==> config.mk <==
export PLATFORM = sky130hd
export DESIGN_NAME = isx_aux
export DESIGN_NICKNAME = d
export VERILOG_FILES = /design/src/pkg/isx_pkg.sv /design/src/verilog/isx_aux.sv
export SDC_FILE = /design/constraint.sdc
export NUM_CORES = 1
export LEC_CHECK = 0
export CAP_MARGIN = 5
export CORE_ASPECT_RATIO = 1.2
export CORE_MARGIN = 2
export CORE_UTILIZATION = 50
export CTS_CLUSTER_SIZE = 16
export DETAILED_ROUTE_END_ITERATION = 8
export DONT_BUFFER_PORTS = 1
export SLEW_MARGIN = 20
export SYNTH_ARGS = -nofsm -noshare
export SYNTH_HDL_FRONTEND = slang
export SYNTH_SLANG_ARGS = --single-unit
==> constraint.sdc <==
create_clock -name aclk -period 2.59 [get_ports aclk]
set_clock_uncertainty 0.1 [all_clocks]
set_input_delay 0.518 -clock aclk [delete_from_list [all_inputs] [get_ports aclk]]
set_output_delay 0.518 -clock aclk [all_outputs]
set_load 0.005 [all_outputs]
==> src/pkg/isx_pkg.sv <==
// Constants for the serial-bus auxiliary block: register map, fields, timing
//------------------------------------------------------------
// Notes on behaviour
// - Transmit: empty plus byte-complete holds clock low until data written.
// - Receive: not-empty plus byte-complete holds clock low until data read.
// - Slave stretch-disable stops stretching; late service flags overrun/underrun.
// - DMA enabled: each empty or not-empty assertion issues one DMA request.
// - DMA set up before transfer; signals end of transfer on completion.
// - Master DMA receive with last-bit set NACKs final byte after end of transfer.
// - Checksum is CRC-8, polynomial x8+x2+x+1, starting from zero.
// - With checksum enabled every bus byte, address included, is accumulated.
// - Checksum-transfer sends computed value, or compares received checksum byte.
// - DMA with both checksum bits set sends or checks checksum at end.
// - SMBus mode: clock low beyond 25 ms is a timeout error.
// - SMBus clock never below 10 kHz so stretching cannot lock bus.
// - Address resolution raises host or default-device flag per configured role.
// - SMBus mode: alert line activity raises the alert flag; the code raises it only while frame mode is off.
// - Master mode: frame output asserted while controller is busy.
// - Frame input shares its pin with the SMBus alert line.
// - Frame mode enable gates frame level status and edge flags.
// - Event flags: start, address, header, stop, byte, empty, not-empty, frame edges.
// - Error flags: bus, arbitration, overrun, no-ack, checksum, timeout, alert.
// - Interrupt asserted for any flag whose enable bit is set; the code leaves the address-resolution flags out of both interrupts.
// - SMBus timeout sets the stop-request bit in hardware.
// - Checksum-transfer cleared after checksum byte, on start/stop, or when disabled.
//------------------------------------------------------------
package isx_pkg;
  // Register byte offsets
  localparam logic [7:0] ADDR_CTRL0 = 8'h00;
  localparam logic [7:0] ADDR_CTRL1 = 8'h04;
  localparam logic [7:0] ADDR_STAT0 = 8'h08;
  localparam logic [7:0] ADDR_STAT1 = 8'h0C;
  localparam logic [7:0] ADDR_FRAME = 8'h10;
  localparam logic [15:0] CTRL0_RESET = 16'h0000;
  localparam logic [15:0] CTRL1_RESET = 16'h0000;
  localparam logic [7:0] FRAME_RESET = 8'h00;
  // Control 0 fields
  localparam int C0_ENABLE = 0;
  localparam int C0_SMBUS = 1;
  localparam int C0_ROLE = 3;
  localparam int C0_ARP = 4;
  localparam int C0_PEC_EN = 5;
  localparam int C0_NO_STRETCH = 7;
  localparam int C0_STOP = 9;
  localparam int C0_ACK = 10;
  localparam int C0_PEC_TX = 12;
  localparam int C0_ALERT = 13;
  // Control 1 fields
  localparam int C1_ERR_IE = 8;
  localparam int C1_EVT_IE = 9;
  localparam int C1_DMA_ON = 11;
  localparam int C1_DMA_LAST = 12;
  // Status: events in [7:0], errors in [15:8]; status 1: arp [6:5], checksum [15:8]
  localparam int ST_EVT_LSB = 0;
  localparam int ST_ERR_LSB = 8;
  localparam int S1_DEFAULT = 5;
  localparam int S1_HOST = 6;
  localparam int S1_PEC_LSB = 8;
  // Frame control/status fields; edge flags in [7:4]
  localparam int FR_ENABLE = 0;
  localparam int FR_IN_LEVEL = 2;
  localparam int FR_OUT_LEVEL = 3;
  localparam int FR_EDGE_LSB = 4;
  // Bus answers and checksum
  localparam logic [1:0] RESP_OKAY = 2'h0;
  localparam logic [1:0] RESP_SLVERR = 2'h2;
  localparam logic [7:0] CRC_POLY = 8'h07;
  localparam logic [7:0] CRC_INIT = 8'h00;
  // Timing
  localparam int CLK_PERIOD_NS = 25;
  localparam int TIMEOUT_MS = 25;
  localparam int NS_PER_MS = 1000000;
  localparam int TIMEOUT_CYC = (TIMEOUT_MS * NS_PER_MS) / CLK_PERIOD_NS;
endpackage : isx_pkg

==> src/verilog/isx_aux.sv <==
// Stretching, DMA, checksum, SMBus and frame-signal logic of the serial bus controller
//
// Design decisions made here: the placing of the registers and the AXI4-Lite register port.
`timescale 1ns/10ps
module isx_aux #(
  parameter int unsigned TIMEOUT_CYCLES = isx_pkg::TIMEOUT_CYC
) (
  // Clock and reset
  input wire logic aclk,
  input wire logic aresetn,
  // AXI4-Lite write
  input wire logic [7:0] awaddr,
  input wire logic awvalid,
  output logic awready,
  input wire logic [31:0] wdata,
  input wire logic [3:0] wstrb,
  input wire logic wvalid,
  output logic wready,
  output logic [1:0] bresp,
  output logic bvalid,
  input wire logic bready,
  // AXI4-Lite read
  input wire logic [7:0] araddr,
  input wire logic arvalid,
  output logic arready,
  output logic [31:0] rdata,
  output logic [1:0] rresp,
  output logic rvalid,
  input wire logic rready,
  // Byte engine state, same clock
  input wire logic eng_transmitting,
  input wire logic eng_master,
  input wire logic eng_busy,
  input wire logic tx_empty_flag,
  input wire logic rx_not_empty_flag,
  input wire logic byte_complete_flag,
  // Byte engine events, one-cycle pulses
  input wire logic ev_start_sent,
  input wire logic ev_address_matched,
  input wire logic ev_header_sent,
  input wire logic ev_stop_detected,
  input wire logic ev_start_detected,
  input wire logic ev_bus_error,
  input wire logic ev_arb_lost,
  input wire logic ev_nack,
  input wire logic ev_host_address,
  input wire logic ev_default_address,
  input wire logic bus_byte_valid,
  input wire logic [7:0] bus_byte,
  input wire logic pec_byte_valid,
  input wire logic [7:0] pec_byte,
  // Controls back to the byte engine
  output logic eng_ack_enable,
  output logic eng_checksum_send,
  output logic [7:0] checksum_value,
  output logic stop_request,
  // DMA controller
  output logic dma_tx_req,
  output logic dma_rx_req,
  input wire logic dma_eot,
  // Pins: clock line, alert/frame-in line, frame out
  input wire logic scl_in,
  output logic scl_out,
  output logic scl_oe_n,
  input wire logic smba_in,
  output logic smba_out,
  output logic smba_oe_n,
  output logic frame_out,
  // Interrupt lines
  output logic event_irq,
  output logic error_irq
);

  //------------------------------------------------------------
  // Helpers
  //------------------------------------------------------------
  function automatic logic [31:0] merge(input logic [31:0] old, input logic [31:0] nw,
                                        input logic [3:0] strb);
    logic [31:0] res;
    res = old;
    for (int i = 0; i < 4; i++) begin
      if (strb[i]) begin
        res[8*i +: 8] = nw[8*i +: 8];
      end
    end
    return res;
  endfunction : merge

  function automatic logic [7:0] sticky(input logic [7:0] cur, input logic [7:0] set,
                                        input logic [7:0] clr);
    // Set beats a clear that lands in the same cycle
    return (cur & ~clr) | set;
  endfunction : sticky

  function automatic logic [7:0] crc8_step(input logic [7:0] crc, input logic [7:0] din);
    logic [7:0] c;
    c = crc ^ din;
    for (int i = 0; i < 8; i++) begin
      c = c[7] ? ((c << 1) ^ isx_pkg::CRC_POLY) : (c << 1);
    end
    return c;
  endfunction : crc8_step

  //------------------------------------------------------------
  // Registers and synchronisers
  //------------------------------------------------------------
  logic [15:0] ctrl0;
  logic [15:0] ctrl1;
  logic [15:0] next_ctrl0;
  logic [15:0] next_ctrl1;
  logic [7:0] frame_ctl;
  logic [7:0] ev_flags;
  logic [7:0] err_flags;
  logic [7:0] fr_flags;
  logic [7:0] arp_flags;
  logic [7:0] crc;
  logic eot_seen;
  logic scl_meta, scl_sync, scl_prev;
  logic smba_meta, smba_sync, smba_prev;
  logic frame_out_prev;
  logic tx_req_prev, rx_req_prev;
  logic [20:0] tmo_cnt;
  logic aw_full, w_full;
  logic [7:0] aw_addr;
  logic [31:0] w_data;
  logic [3:0] w_strb;

  always_ff @(posedge aclk) begin
    if (!aresetn) begin
      scl_meta <= 1'b1;
      scl_sync <= 1'b1;
      scl_prev <= 1'b1;
      smba_meta <= 1'b1;
      smba_sync <= 1'b1;
      smba_prev <= 1'b1;
    end else begin
      scl_meta <= scl_in;
      scl_sync <= scl_meta;
      scl_prev <= scl_sync;
      smba_meta <= smba_in;
      smba_sync <= smba_meta;
      smba_prev <= smba_sync;
    end
  end

  //------------------------------------------------------------
  // Decoded controls
  //------------------------------------------------------------
  wire enabled = ctrl0[isx_pkg::C0_ENABLE];
  wire smbus = ctrl0[isx_pkg::C0_SMBUS];
  wire dma_on = ctrl1[isx_pkg::C1_DMA_ON];
  wire frame_en = frame_ctl[isx_pkg::FR_ENABLE];
  wire slave_no_stretch = !eng_master && ctrl0[isx_pkg::C0_NO_STRETCH];
  wire scl_fall = scl_prev && !scl_sync;
  wire tx_stall = eng_transmitting && tx_empty_flag && byte_complete_flag;
  wire rx_stall = !eng_transmitting && rx_not_empty_flag && byte_complete_flag;
  wire stretch = (tx_stall || rx_stall) && !slave_no_stretch;
  wire overrun = slave_no_stretch && (tx_stall || rx_stall) && scl_fall;
  wire tx_req_cond = dma_on && eng_transmitting && tx_empty_flag;
  wire rx_req_cond = dma_on && !eng_transmitting && rx_not_empty_flag;
  wire last_nack = ctrl1[isx_pkg::C1_DMA_LAST] && eot_seen && eng_master
                   && !eng_transmitting;
  wire pec_arm = ctrl0[isx_pkg::C0_PEC_EN] && ctrl0[isx_pkg::C0_PEC_TX]
                 && (!dma_on || eot_seen);
  wire pec_clr = pec_byte_valid || ev_start_detected || ev_stop_detected || !enabled;
  wire crc_bad = pec_byte_valid && !eng_transmitting && ctrl0[isx_pkg::C0_PEC_TX]
                 && (pec_byte != crc);
  wire tmo_low = smbus && !scl_sync;
  wire tmo_hit = tmo_low && (tmo_cnt == 21'(TIMEOUT_CYCLES - 1));
  wire alert_seen = smbus && !frame_en && smba_prev && !smba_sync;
  wire frame_level = frame_en && eng_master && eng_busy;
  wire in_rise = frame_en && !smba_prev && smba_sync;
  wire in_fall = frame_en && smba_prev && !smba_sync;
  wire out_rise = frame_level && !frame_out_prev;
  wire out_fall = !frame_level && frame_out_prev && frame_en;

  //------------------------------------------------------------
  // AXI4-Lite slave
  //------------------------------------------------------------
  wire wr_fire = aw_full && w_full && !bvalid;
  wire sel_c0 = aw_addr == isx_pkg::ADDR_CTRL0;
  wire sel_c1 = aw_addr == isx_pkg::ADDR_CTRL1;
  wire sel_s0 = aw_addr == isx_pkg::ADDR_STAT0;
  wire sel_s1 = aw_addr == isx_pkg::ADDR_STAT1;
  wire sel_fr = aw_addr == isx_pkg::ADDR_FRAME;
  wire wr_hit = sel_c0 || sel_c1 || sel_s0 || sel_s1 || sel_fr;
  wire [31:0] wr_mask = merge(32'h0000_0000, 32'hFFFF_FFFF, w_strb);
  // Status bits clear where software writes a zero
  wire [31:0] wr_zero = wr_mask & ~w_data;
  wire [7:0] clr_evt = (wr_fire && sel_s0) ? wr_zero[isx_pkg::ST_EVT_LSB +: 8] : 8'h00;
  wire [7:0] clr_err = (wr_fire && sel_s0) ? wr_zero[isx_pkg::ST_ERR_LSB +: 8] : 8'h00;
  wire [7:0] clr_arp = (wr_fire && sel_s1) ? wr_zero[7:0] : 8'h00;
  wire [7:0] clr_fr = (wr_fire && sel_fr) ? {wr_zero[7:4], 4'h0} : 8'h00;
  wire [7:0] lvl_evt = {tx_empty_flag, rx_not_empty_flag, 3'h0, byte_complete_flag, 2'h0};
  wire [31:0] rd_stat0 = {16'h0000, err_flags, ev_flags | lvl_evt};
  wire [31:0] rd_stat1 = {16'h0000, crc, arp_flags};
  wire [31:0] rd_frame = {24'h00_0000, fr_flags[7:4], frame_out, smba_sync && frame_en,
                          frame_ctl[1:0]};
  wire ar_fire = arvalid && arready;
  wire rd_hit = araddr == isx_pkg::ADDR_CTRL0 || araddr == isx_pkg::ADDR_CTRL1
                || araddr == isx_pkg::ADDR_STAT0 || araddr == isx_pkg::ADDR_STAT1
                || araddr == isx_pkg::ADDR_FRAME;
  wire [31:0] rd_mux = (araddr == isx_pkg::ADDR_CTRL0) ? {16'h0000, ctrl0} :
                       (araddr == isx_pkg::ADDR_CTRL1) ? {16'h0000, ctrl1} :
                       (araddr == isx_pkg::ADDR_STAT0) ? rd_stat0 :
                       (araddr == isx_pkg::ADDR_STAT1) ? rd_stat1 :
                       (araddr == isx_pkg::ADDR_FRAME) ? rd_frame : 32'h0000_0000;

  // Merged write words; a function result cannot be part-selected directly
  wire [31:0] c0_merged = merge({16'h0000, ctrl0}, w_data, w_strb);
  wire [31:0] c1_merged = merge({16'h0000, ctrl1}, w_data, w_strb);
  wire [31:0] fr_merged = merge({24'h00_0000, frame_ctl}, w_data, w_strb);

  assign awready = !aw_full;
  assign wready = !w_full;
  assign arready = !rvalid;

  always_ff @(posedge aclk) begin
    if (!aresetn) begin
      aw_full <= 1'b0;
      w_full <= 1'b0;
      aw_addr <= 8'h00;
      w_data <= 32'h0000_0000;
      w_strb <= 4'h0;
      bvalid <= 1'b0;
      bresp <= isx_pkg::RESP_OKAY;
    end else begin
      if (awvalid && !aw_full) begin
        aw_full <= 1'b1;
        aw_addr <= awaddr;
      end else if (wr_fire) begin
        aw_full <= 1'b0;
      end
      if (wvalid && !w_full) begin
        w_full <= 1'b1;
        w_data <= wdata;
        w_strb <= wstrb;
      end else if (wr_fire) begin
        w_full <= 1'b0;
      end
      if (wr_fire) begin
        bvalid <= 1'b1;
        bresp <= wr_hit ? isx_pkg::RESP_OKAY : isx_pkg::RESP_SLVERR;
      end else if (bready) begin
        bvalid <= 1'b0;
      end
    end
  end

  always_ff @(posedge aclk) begin
    if (!aresetn) begin
      rvalid <= 1'b0;
      rdata <= 32'h0000_0000;
      rresp <= isx_pkg::RESP_OKAY;
    end else if (ar_fire) begin
      rvalid <= 1'b1;
      rdata <= rd_mux;
      rresp <= rd_hit ? isx_pkg::RESP_OKAY : isx_pkg::RESP_SLVERR;
    end else if (rready) begin
      rvalid <= 1'b0;
    end
  end

  //------------------------------------------------------------
  // Control registers with hardware side effects
  //------------------------------------------------------------
  always_comb begin
    next_ctrl0 = ctrl0;
    next_ctrl1 = ctrl1;
    if (wr_fire && sel_c0) begin
      next_ctrl0 = c0_merged[15:0];
    end
    if (wr_fire && sel_c1) begin
      next_ctrl1 = c1_merged[15:0];
    end
    if (pec_clr) begin
      next_ctrl0[isx_pkg::C0_PEC_TX] = 1'b0;
    end
    if (!enabled) begin
      next_ctrl0[isx_pkg::C0_ACK] = 1'b0;
    end
    if (ev_stop_detected) begin
      next_ctrl0[isx_pkg::C0_STOP] = 1'b0;
    end
    if (tmo_hit) begin
      next_ctrl0[isx_pkg::C0_STOP] = 1'b1;
    end
  end

  always_ff @(posedge aclk) begin
    if (!aresetn) begin
      ctrl0 <= isx_pkg::CTRL0_RESET;
      ctrl1 <= isx_pkg::CTRL1_RESET;
      frame_ctl <= isx_pkg::FRAME_RESET;
    end else begin
      ctrl0 <= next_ctrl0;
      ctrl1 <= next_ctrl1;
      if (wr_fire && sel_fr) begin
        frame_ctl <= {6'h00, fr_merged[1:0]};
      end
    end
  end

  //------------------------------------------------------------
  // Flags
  //------------------------------------------------------------
  always_ff @(posedge aclk) begin
    if (!aresetn) begin
      ev_flags <= 8'h00;
      err_flags <= 8'h00;
      arp_flags <= 8'h00;
      fr_flags <= 8'h00;
    end else begin
      ev_flags <= sticky(ev_flags, {3'h0, ev_stop_detected, ev_header_sent, 1'b0,
                                    ev_address_matched, ev_start_sent}, clr_evt);
      err_flags <= sticky(err_flags, {alert_seen, tmo_hit, 1'b0, crc_bad, overrun,
                                      ev_nack, ev_arb_lost, ev_bus_error}, clr_err);
      arp_flags <= sticky(arp_flags, {1'b0,
        smbus && ctrl0[isx_pkg::C0_ARP] && ctrl0[isx_pkg::C0_ROLE] && ev_host_address,
        smbus && ctrl0[isx_pkg::C0_ARP] && !ctrl0[isx_pkg::C0_ROLE] && ev_default_address,
        5'h00}, clr_arp);
      fr_flags <= sticky(fr_flags, {out_fall, out_rise, in_fall, in_rise, 4'h0},
                         clr_fr);
    end
  end

  // Levels from the engine are included so a stalled byte also interrupts
  always_ff @(posedge aclk) begin
    if (!aresetn) begin
      event_irq <= 1'b0;
      error_irq <= 1'b0;
    end else begin
      event_irq <= ctrl1[isx_pkg::C1_EVT_IE] && ((|(ev_flags | lvl_evt)) || (|fr_flags));
      error_irq <= ctrl1[isx_pkg::C1_ERR_IE] && (|err_flags);
    end
  end

  //------------------------------------------------------------
  // Checksum, DMA, stretching, timeout, pins
  //------------------------------------------------------------
  always_ff @(posedge aclk) begin
    if (!aresetn) begin
      crc <= isx_pkg::CRC_INIT;
    end else if (ev_start_detected) begin
      crc <= isx_pkg::CRC_INIT;
    end else if (bus_byte_valid && ctrl0[isx_pkg::C0_PEC_EN]) begin
      crc <= crc8_step(crc, bus_byte);
    end
  end

  // End of transfer stays armed until the next message or DMA is switched off
  always_ff @(posedge aclk) begin
    if (!aresetn) begin
      eot_seen <= 1'b0;
    end else if (ev_start_detected || !dma_on) begin
      eot_seen <= 1'b0;
    end else if (dma_eot) begin
      eot_seen <= 1'b1;
    end
  end

  // Saturates so one long low period reports only once
  always_ff @(posedge aclk) begin
    if (!aresetn || !tmo_low) begin
      tmo_cnt <= 21'h00_0000;
    end else if (tmo_cnt != 21'(TIMEOUT_CYCLES)) begin
      tmo_cnt <= tmo_cnt + 21'h00_0001;
    end
  end

  always_ff @(posedge aclk) begin
    if (!aresetn) begin
      scl_oe_n <= 1'b1;
      smba_oe_n <= 1'b1;
      frame_out <= 1'b0;
      frame_out_prev <= 1'b0;
      tx_req_prev <= 1'b0;
      rx_req_prev <= 1'b0;
      dma_tx_req <= 1'b0;
      dma_rx_req <= 1'b0;
      eng_ack_enable <= 1'b0;
      eng_checksum_send <= 1'b0;
      stop_request <= 1'b0;
      checksum_value <= isx_pkg::CRC_INIT;
    end else begin
      scl_oe_n <= !stretch;
      // Frame pin owns the shared line in frame mode, so no alert drive then
      smba_oe_n <= !(smbus && !frame_en && ctrl0[isx_pkg::C0_ALERT]);
      frame_out <= frame_level;
      frame_out_prev <= frame_level;
      tx_req_prev <= tx_req_cond;
      rx_req_prev <= rx_req_cond;
      dma_tx_req <= tx_req_cond && !tx_req_prev;
      dma_rx_req <= rx_req_cond && !rx_req_prev;
      eng_ack_enable <= ctrl0[isx_pkg::C0_ACK] && !last_nack;
      eng_checksum_send <= pec_arm;
      stop_request <= next_ctrl0[isx_pkg::C0_STOP];
      checksum_value <= ev_start_detected ? isx_pkg::CRC_INIT : crc;
    end
  end

  assign scl_out = 1'b0;
  assign smba_out = 1'b0;

  //------------------------------------------------------------
  // Checks
  //------------------------------------------------------------
  AST_TX_STRETCH: assert property (@(posedge aclk) disable iff (!aresetn)
    tx_stall && !slave_no_stretch |=> !scl_oe_n) else $error("transmit stall not stretched");
  AST_RX_STRETCH: assert property (@(posedge aclk) disable iff (!aresetn)
    rx_stall && !slave_no_stretch |=> !scl_oe_n) else $error("receive stall not stretched");
  AST_NO_STRETCH: assert property (@(posedge aclk) disable iff (!aresetn)
    slave_no_stretch |=> scl_oe_n) else $error("clock held with stretching off");
  AST_DMA_REQ: assert property (@(posedge aclk) disable iff (!aresetn)
    $rose(tx_req_cond) |=> dma_tx_req ##1 !dma_tx_req) else $error("dma request not one pulse");
  AST_LAST_NACK: assert property (@(posedge aclk) disable iff (!aresetn)
    last_nack |=> !eng_ack_enable) else $error("final dma byte acknowledged");
  AST_CRC_CLEAR: assert property (@(posedge aclk) disable iff (!aresetn)
    ev_start_detected |=> crc == isx_pkg::CRC_INIT && checksum_value == isx_pkg::CRC_INIT)
    else $error("checksum not cleared at start");
  AST_TIMEOUT: assert property (@(posedge aclk) disable iff (!aresetn)
    tmo_hit |=> stop_request && err_flags[6]) else $error("timeout without stop request");
  AST_PEC_CLEAR: assert property (@(posedge aclk) disable iff (!aresetn)
    ev_start_detected || pec_byte_valid |=> !ctrl0[isx_pkg::C0_PEC_TX])
    else $error("checksum transfer bit not cleared");
  AST_FRAME_OUT: assert property (@(posedge aclk) disable iff (!aresetn)
    frame_level |=> frame_out) else $error("frame output not asserted");

endmodule : isx_aux

# Word-level counts from Yosys, hierarchy flattened
# Index checks and enable logic that the tools add are counted.
dict set report totals {
  out_inout_bits 61
  rom_bits 0
  in_bits 96
  mem_count 0
  latchBits 0
  wordCells 231
  register_bits 189
  ramBits 0
}
dict set report op_classes {
  addsub 1
  mul 0
  order_cmp 0
  eq_ne 11
  div_mod_pow 0
  shift 0
  n_bitwise 25
  mux 33
  reduce_logical 118
}
# op count
set op_table {}
lappend op_table {{$mux 16} 4}
lappend op_table {{$mux 8} 8}
lappend op_table {{$logic_and 1x1->1} 58}
lappend op_table {{$and 8x8->8} 4}
lappend op_table {{$eq 8x4->1 const B} 4}
lappend op_table {{$not 8->8} 4}
lappend op_table {{$mux 3} 8}
lappend op_table {{$not 3->3} 8}
lappend op_table {{$or 8x8->8} 3}
lappend op_table {{$reduce_or 8->1} 3}
lappend op_table {{$logic_not 1->1} 23}
lappend op_table {{$add 21x1->21 const B} 1}
lappend op_table {{$eq 21x20->1 const B} 1}
lappend op_table {{$ne 21x20->1 const B} 1}
lappend op_table {{$and 16x16->16} 1}
lappend op_table {{$eq 8x3->1 const B} 2}
lappend op_table {{$eq 8x5->1 const B} 2}
lappend op_table {{$logic_not 8->1} 2}
lappend op_table {{$logic_or 1x1->1} 16}
lappend op_table {{$not 16->16} 1}
lappend op_table {{$reduce_and 2->1} 7}
lappend op_table {{$mux 10} 1}
lappend op_table {{$mux 1} 9}
lappend op_table {{$ne 8x8->1} 1}
lappend op_table {{other kinds (8)} 16}

# Depth between registers and ports, before layout
# Gate-level depths: netlist of run 1.
dict set report depth {
  ltp_word 17
  ltp_mapped 7
  depth_no_buf 6
}

# Worst setup path after synthesis of run 1
# OpenSTA, ideal clock, no wires.
dict set report synth_path {
  path_type {input to register}
  start {input port araddr[2]}
  end {register rdata[6]}
  setup_ps 70
  arrival_time_ps 2092
  cell_stages 6
  path_slack_ps 328
  path_buffers 3
  path_cell_list {clkbuf_1 clkbuf_1 buf_1 o221ai_1 a221o_1 a21oi_1}
}
dict set report synth_between {
  elab_chain_cells 6
}
# item line
set synth_lines {}
lappend synth_lines {{start, declared} isx_aux.sv:23} ;# input wire logic [7:0] araddr,
lappend synth_lines {{$eq 8x5->1} isx_aux.sv:207} ;# (araddr == isx_pkg::ADDR_FRAME) ? rd_frame : 32'h0000_0000;
lappend synth_lines {{$mux 8} isx_aux.sv:207}
lappend synth_lines {{$mux 16} isx_aux.sv:206} ;# (araddr == isx_pkg::ADDR_STAT1) ? rd_stat1 :
lappend synth_lines {{$mux 16} isx_aux.sv:205} ;# (araddr == isx_pkg::ADDR_STAT0) ? rd_stat0 :
lappend synth_lines {{$mux 16} isx_aux.sv:204} ;# (araddr == isx_pkg::ADDR_CTRL1) ? {16'h0000, ctrl1} :
lappend synth_lines {{$mux 16 *} isx_aux.sv:203} ;# wire [31:0] rd_mux = (araddr == isx_pkg::ADDR_CTRL0) ? {16'h0000, ctrl0} :
lappend synth_lines {{end signal, assigned} isx_aux.sv:257} ;# rdata <= rd_mux;
lappend synth_lines {{end, declared} isx_aux.sv:26} ;# output logic [31:0] rdata,
# Mark *: on every way between the ends. The rest lies on a longest branch, timed or not.
# A chain may end at the register's enable or synchronous reset.

# Worst setup path after layout of run 1
dict set report layout_path {
  start {register aw_addr[6]}
  end {register arp_flags[5]}
}
dict set report layout_between {
  elab_chain_cells 6
}
# item line
set layout_lines {}
lappend layout_lines {{start, declared} isx_aux.sv:124} ;# logic [7:0] aw_addr;
lappend layout_lines {{start signal, assigned} isx_aux.sv:230} ;# aw_addr <= awaddr;
lappend layout_lines {{$eq 8x4->1} isx_aux.sv:184} ;# wire sel_s1 = aw_addr == isx_pkg::ADDR_STAT1;
lappend layout_lines {{$logic_and 1x1->1} isx_aux.sv:192} ;# wire [7:0] clr_arp = (wr_fire && sel_s1) ? wr_zero[7:0] : 8'h00;
lappend layout_lines {{$mux 8} isx_aux.sv:192}
lappend layout_lines {{$not 8->8} isx_aux.sv:92} ;# return (cur & ~clr) | set;
lappend layout_lines {{$and 8x8->8} isx_aux.sv:92}
lappend layout_lines {{$or 8x7->8} isx_aux.sv:92}
lappend layout_lines {{end signal, assigned} isx_aux.sv:318} ;# arp_flags <= sticky(arp_flags, {1'b0,
lappend layout_lines {{end, declared} isx_aux.sv:115} ;# logic [7:0] arp_flags;
# Every way passes these cells.

==> summary.md, run 1 <==
| Metric | Value |
|---|---|
| Top cell type's share of synthesized area | 44.01% |
| Clock transition at the registers of the reported paths | 0.06 ns |
| #FFs+latches synth | 165 |
| Largest cells by area after synthesis | dfxtp_1 (44%), mux2i_1 (5.9%), nand2_1 (4.2%), nor2b_1 (3.8%), a21boi_0 (3.7%) |
| Primary FF master, synth | dfxtp_1 |
| Drt total wl | 18.61 mm |
| Tot GR Track Use | a little under a quarter |
| Core footprint | 14840 um^2 |
| Share of layout cells above drive strength 1 | 7.799% |
| Slew Limit Fails | 0 |
| Post-route ant nets | 0 |
| Final non-filler cell total | 999 |
| Crit path launch type | flop |
| GP Congestion | 0.8076 |
| Post-synthesis cell type count | between 60 and 70 |
| Post-CTS sizing | 0 |
| Largest net degree at the start of global routing | 132 |
| RSZ-0062 raised after global routing | false |
| Status | finished clean |
| Later-pin clock latency in the skew report | 0.43 ns |
| First-pass GRT wire length | approximately 29 mm |
| Via Count | roughly 5700 |
| Pre-Repair DR Iteration Count | 4 |
| Gate Count Post-Synth | around 790 |
| Warnings from Yosys | 0 |
| CTS Hold Bufs | 0 |
| Buffers on Ports | 0 |
| Final period utilization | 89.85% |
| Post-synthesis cell area | roughly 7500 um^2 |
| Setup TNS | 0 ns |
| Number of buffers created by CTS | 17 |
| Layout Nets | 883 |
| Vias/cell | approximately 5.7 |
| Clk buf depth | 2 |
| DRC Markers | 0 |
| Register area | approximately 3300 um^2 |
| Most frequent cells in the layout | dfxtp_1 (165), nand2_1 (84), nor2b_1 (46), mux2i_1 (44), a21boi_0 (37) |
| Global route overflow | 0 |
| Vias in the first global route | 5433 |
| Max-cap viol count | 0 |
| Number of top-level pins | 157 |
| Area delta synth->final | 9.202% |
| Worst endpoint required time | 2.79 ns |
| Max Fanout on Critical Path | 8 |
| Commonest non-fill, non-tap cell in the layout | dfxtp_1 |
| Critical path arrival | 2.53 ns |
| Slew @ Worst Pin | roughly 0.71 ns |
| Clock tree sinks | ~170 |
| Combinational family with the most area after synthesis | simple AND/OR/NAND/NOR gates |
| Clk root buf | clkbuf_16 |
| Max VDD drop | 0.4063 mV |
| Final setup viols | 0 |
| Post-synth EDFFs | 0 |
| Leak | ~3 nW |
| Min-delay worst type | input port to flop |
| Relative slew slack | 52.43% |
| Post-synthesis adder-cell area fraction | 0.3334% |
| Period minus WS final | 2.327 ns |
| Final Hold Vio Count | 0 |
| Fillers | 1400 |
| Core Rows | 49 |
| Die X-Extent | 115.8 um |
| WL/cell | 18.62 um |
| Synth Area in Simple Gates | 22.60% |
| Post-synth top area cell | dfxtp_1 |
| Worst setup EP type | flop |
| Initial detailed-routing violation count | 338 |
| Post-synthesis compound-gate area fraction | 13.82% |
| Multi-input gate area | 3916 um^2 |
| Number of diodes | 0 |
| Pwr dens | 653.9 nW/um^2 |
| Post-synthesis mux area share | just under 9% |
| Peak Freq | 429.7 MHz |
| Initial Util | 50.59% |
| Die area | 16010 um^2 |
| Synth Area in XOR/XNOR | 5.551% |
| Share of the yosys chip area belonging to registers | 44.01% |
| Avg Synthesized Cell Area | 9.477 um^2 |
| HPWL Detailed | 13.36 mm |
| Post-placement cell count | between 900 and 1000 |
| H-tree depth | 4 |
| Setup Buffers After CTS | 0 |
| Die Y | 138.2 um |
| CTS tree | done |
| WS Path Type | flop to flop |
| Post-synth ARST share | 0% |
| Initial antenna violation count | 0 |
-- through the flow --
stage               instance area [um^2]  power, mW  utilization (%)  hold WS [ns]  worst slack [ns]
global route                        8197      5.535            55.25       0.05107            0.1322
detailed placement                  7636      2.978            51.47        0.2928            0.3092
global placement                    7636      2.971            51.47        0.2816            0.3185
CTS                                 8197      5.391            55.25       0.06258            0.2823
floorplan                           7577      2.959                -        0.2762            0.3283
finish                              8197      5.360            55.25       0.05852            0.2630
-- kinds of logic after synthesis --
family	count (synthesis)
flops	165
other cells	1
compound gates	153
mux	54
buf+inv	75
simple gates	304
fa+ha+maj	2
xor+xnor	38
-- power breakdown --
part | leakage, nW | switching (mW) | total [mW] | internal [mW]
registers | 1.34 | 0.0513 | 2.64 | 2.58
logic | 1.33 | 0.142 | 0.287 | 0.145
clock network | 0.281 | 0.982 | 2.44 | 1.46
-- synth_stat cells, types with 12 or more instances --
cell type	number
a21boi_0	37
a21oi_1	20
and2_1	12
buf_4	20
clkbuf_1	31
dfxtp_1	165
inv_1	17
mux2i_1	44
nand2_1	84
nand2b_1	16
nand3_1	27
nor2_1	29
nor2b_1	46
o21ai_0	36
or4_1	13
xnor2_1	24
-- per-layer routing --
layer	track usage (%)	vias up	part of all wire (%)
met5	0	-	0
met4	6.892	0	1.5
met3	7.365	25	7.0
met2	36.32	150	47
met1	32.41	2759	44
li1	-	2761	-
-- cell type report --
class	instances	area share (%)
multi-input cells	571	47.78
clock buffers	25	6.289
repair buffers	13	1.191
flip-flops and latches	165	40.30
well taps	204	3.114
clock inverters	4	0.5495
inverters	17	0.7785
-- sequential cells by signal, summed over array words and instances, names as in the netlist, 2 cells and up --
register        flops
tmo_cnt            21
frame_ctl           2
err_flags           8
aw_addr             8
ev_flags            8
arp_flags           8
w_strb              2
ctrl0              15
rdata              16
checksum_value      8
crc                 8
ctrl1              16
fr_flags            4
w_data             16
-- critical path, cell delays in order, from the launching register on --
cell	delay, ns
dfxtp_1	0.32
or4_1	0.65
or4_1	0.75
o211ai_1	0.25
o21ai_0	0.13
-- path summary, 6_finish.rpt --
kind | start | end | slack, ns | depth (start not counted)
setup / recovery | aw_addr[6]$_SDFFE_PN0P_ | arp_flags[5]$_SDFF_PN0_ | 0.26 | 4
hold / removal | aresetn | scl_prev$_SDFF_PN1_ | 0.06 | 1
setup reg to reg | aw_addr[6]$_SDFFE_PN0P_ | arp_flags[5]$_SDFF_PN0_ | 0.26 | 4
hold reg to reg | tx_req_prev$_SDFF_PN0_ | dma_tx_req$_SDFF_PN0_ | 0.30 | 1
(Power assumes the default switching activity.)
==> run 2: changes to the inputs <==
--- a/config.mk
+++ b/config.mk
@@ -5,8 +5,8 @@
 export SDC_FILE = /design/constraint.sdc
 export NUM_CORES = 1
 export LEC_CHECK = 0
+export ABC_CLOCK_PERIOD_IN_PS = 2590
 export CAP_MARGIN = 5
-export CORE_ASPECT_RATIO = 1.2
 export CORE_MARGIN = 2
 export CORE_UTILIZATION = 50
 export CTS_CLUSTER_SIZE = 16
==> summary.md, run 2 (same netlist as run 1, synthesis figures left out) <==
| Metric | Value |
|---|---|
| Status | finished clean |
| Worst endpoint required time | 2.85 ns (+0.06 ns) |
| Final Hold Vio Count | 0 (unchanged) |
| RSZ-0062 raised after global routing | false |
| Crit-path cells | or4b_4 -> or4_4 -> or4_4 -> a21boi_1 |
| Clock power frac | 48.7% (+3.2 points) |
| Max reg flops | 21 (unchanged) |
| Die area | 16010 um^2 (about the same) |
| Post-CTS sizing | 0 (unchanged) |
| WS Path Type | flop to flop |
| Layout Nets | 883 (unchanged) |
| Pre-Repair DR Iteration Count | 5 (+1) |
| Clk buf depth | 2 (unchanged) |
| Setup WS pre-CTS | 0.2974 ns (-0.01180 ns) |
| Setup TNS | 0 ns (unchanged) |
| DRC Markers | 0 (unchanged) |
| Hold_ws | 0.07046 ns (+0.01194 ns) |
| WHS Path Cells | 1 (unchanged) |
| Worst setup EP type | flop |
| CTS Hold Bufs | 0 (unchanged) |
| GP Congestion | 0.8563 (+6.0%) |
| Crit path launch type | flop |
| Largest net degree at the start of global routing | 132 (unchanged) |
| Global route overflow | 0 (unchanged) |
| WHS Endpoint | scl_prev$_SDFF_PN1_ |
| Die Y | 126.5 um (-8.5%) |
| Number of buffers created by CTS | 17 (unchanged) |
| Vias in the first global route | 5606 (+3.2%) |
| Largest register by flop count | tmo_cnt |
| Slew @ Worst Pin | 0.7174 ns (+0.005610 ns) |
| Clock transition at the registers of the reported paths | 0.06 ns (about the same) |
| CTS tree | done |
| Buf+Inv Stages, Crit Path | 0 (unchanged) |
| Via Count | 5769 (+1.3%) |
| Critical Path Slowest Stage Cell | or4_4 |
| Tot GR Track Use | 23.42% (-0.32 points) |
| Peak Freq | 434.1 MHz (+1.0%) |
| Relative slew slack | 51.73% (-0.70 points) |
| WL/cell | 18.95 um (+1.8%) |
| Final period utilization | 88.93% (-0.91 points) |
| Worst reg-to-reg setup slack | 0.29 ns (+0.02 ns) |
| Initial antenna violation count | 0 (unchanged) |
| Share of layout cells above drive strength 1 | 8.030% (+0.23 points) |
| Post-route ant nets | 0 (unchanged) |
| Vias/cell | 5.881 (+3.2%) |
| Crit path largest cell delay | 0.57 ns (-0.18 ns) |
| Final setup viols | 0 (unchanged) |
| Internal | 4.463 mW (+6.6%) |
| Most frequent cells in the layout | dfxtp_1 (165), nand2_1 (84), nor2b_1 (46), mux2i_1 (44), a21boi_0 (37) |
| Max-cap viol count | 0 (unchanged) |
| First-pass GRT wire length | 29.50 mm (+0.23%) |
| R2R depth | 4 (unchanged) |
| Core footprint | 14590 um^2 (-1.7%) |
| H-tree depth | 4 (unchanged) |
| Setup Buffers After CTS | 0 (unchanged) |
| Buffers on Ports | 0 (unchanged) |
| Delay-heaviest family, CP | simple AND/OR/NAND/NOR gates |
| Max Fanout on Critical Path | 5 (-3) |
| Number of diodes | 0 (unchanged) |
| Core Rows | 44 (-10%) |
| Period minus WS final | 2.303 ns (-0.02360 ns) |
| Most common cell on crit path | or4_4 |
| Initial Util | 51.45% (+0.86 points) |
| Area delta synth->final | 10.02% |
| Gate power share | 4.9% (-0.5 points) |
| Initial detailed-routing violation count | 421 (+25%) |
| Worst r2r src | tmo_cnt[8]$_SDFFE_PP0P_ |
| HPWL Detailed | 13.50 mm (+1.1%) |
| Number of top-level pins | 157 (unchanged) |
| Slack of the critical path | 0.2866 ns (+0.02360 ns) |
| Hold_sp | aresetn |
| Min-delay worst type | input port to flop |
| Critical path arrival | 2.56 ns (+0.03 ns) |
| Sequential Power Share | 46.5% (-2.7 points) |
| Die X-Extent | 126.5 um (+9.2%) |
| Drt total wl | 18.59 mm (about the same) |
| Sw Pwr | 1.220 mW (+3.8%) |
| Sw frac | 21.46% (-0.46 points) |
| Clk root buf | clkbuf_16 |
| Leak | 2.979 nW (+0.87%) |
| Later-pin clock latency in the skew report | 0.43 ns (about the same) |
| Pwr dens | 688.2 nW/um^2 (+5.2%) |
| Commonest non-fill, non-tap cell in the layout | dfxtp_1 |
| Clock tree sinks | 165 (unchanged) |
| Slew Limit Fails | 0 (unchanged) |
| Max VDD drop | 0.4659 mV (+15%) |
| Reg-to-Reg End | err_flags[6]$_SDFF_PN0_ |
run 2: changes by cell type in the layout (fill, tap and decap cells not counted):
cell,delta
bufinv_16,+4
clkbuf_8,-5
clkinv_2,-3
clkinv_4,+3
clkinvlp_4,+2
inv_6,+1
run 2: final cells by class:
cell class                 count  area [um^2]
clock inverter                11        200.2
timing repair buffer          13        97.59
inverter                      17        63.81
fill                        1290         6331
sequential                   165         3303
tap                          184        230.2
multi-input combinational    571         3916
clock buffer                  20        446.7
run 2: worst max path at each step:
| stage | depth (start not counted) | to | start |
|---|---|---|---|
| after floorplan | 6 | rdata[6]$_SDFFE_PN0P_ | araddr[2] |
| final | 4 | err_flags[6]$_SDFF_PN0_ | tmo_cnt[8]$_SDFFE_PP0P_ |
| after global routing | 4 | arp_flags[6]$_SDFF_PN0_ | aw_full$_SDFFE_PN0P_ |
| after detailed placement | 4 | stop_request$_SDFFE_PN0P_ | tmo_cnt[8]$_SDFFE_PP0P_ |
| after CTS | 4 | err_flags[6]$_SDFF_PN0_ | tmo_cnt[8]$_SDFFE_PP0P_ |
| after global placement | 4 | stop_request$_SDFFE_PN0P_ | tmo_cnt[8]$_SDFFE_PP0P_ |
run 2: stage by stage:
stage                     cells  utilization, %  cell area [um^2]  power [mW]
after floorplan             811               -              7577       2.959
after global placement      950           52.17              7611       2.962
after detailed placement    950           52.17              7611       2.971
after CTS                   981           56.60              8258       5.731
after global routing        981           56.60              8258       5.873
final                       981           56.60              8258       5.683
run 2: power groups by stage:
stage	registers, mW	logic, mW	clock network [mW]
after floorplan	2.67	0.286	0
after global placement	2.69	0.268	0
after detailed placement	2.70	0.275	0
after CTS	2.64	0.277	2.82
after global routing	2.65	0.307	2.92
final	2.64	0.276	2.77
run 2: layer usage:
metal	global-route usage (%)	wire, um	vias to the layer above
li1	-	-	2763
met4	9.114	476	0
met2	36.11	8477	179
met5	0	0	-
met1	31.32	8290	2793
met3	6.495	1351	34
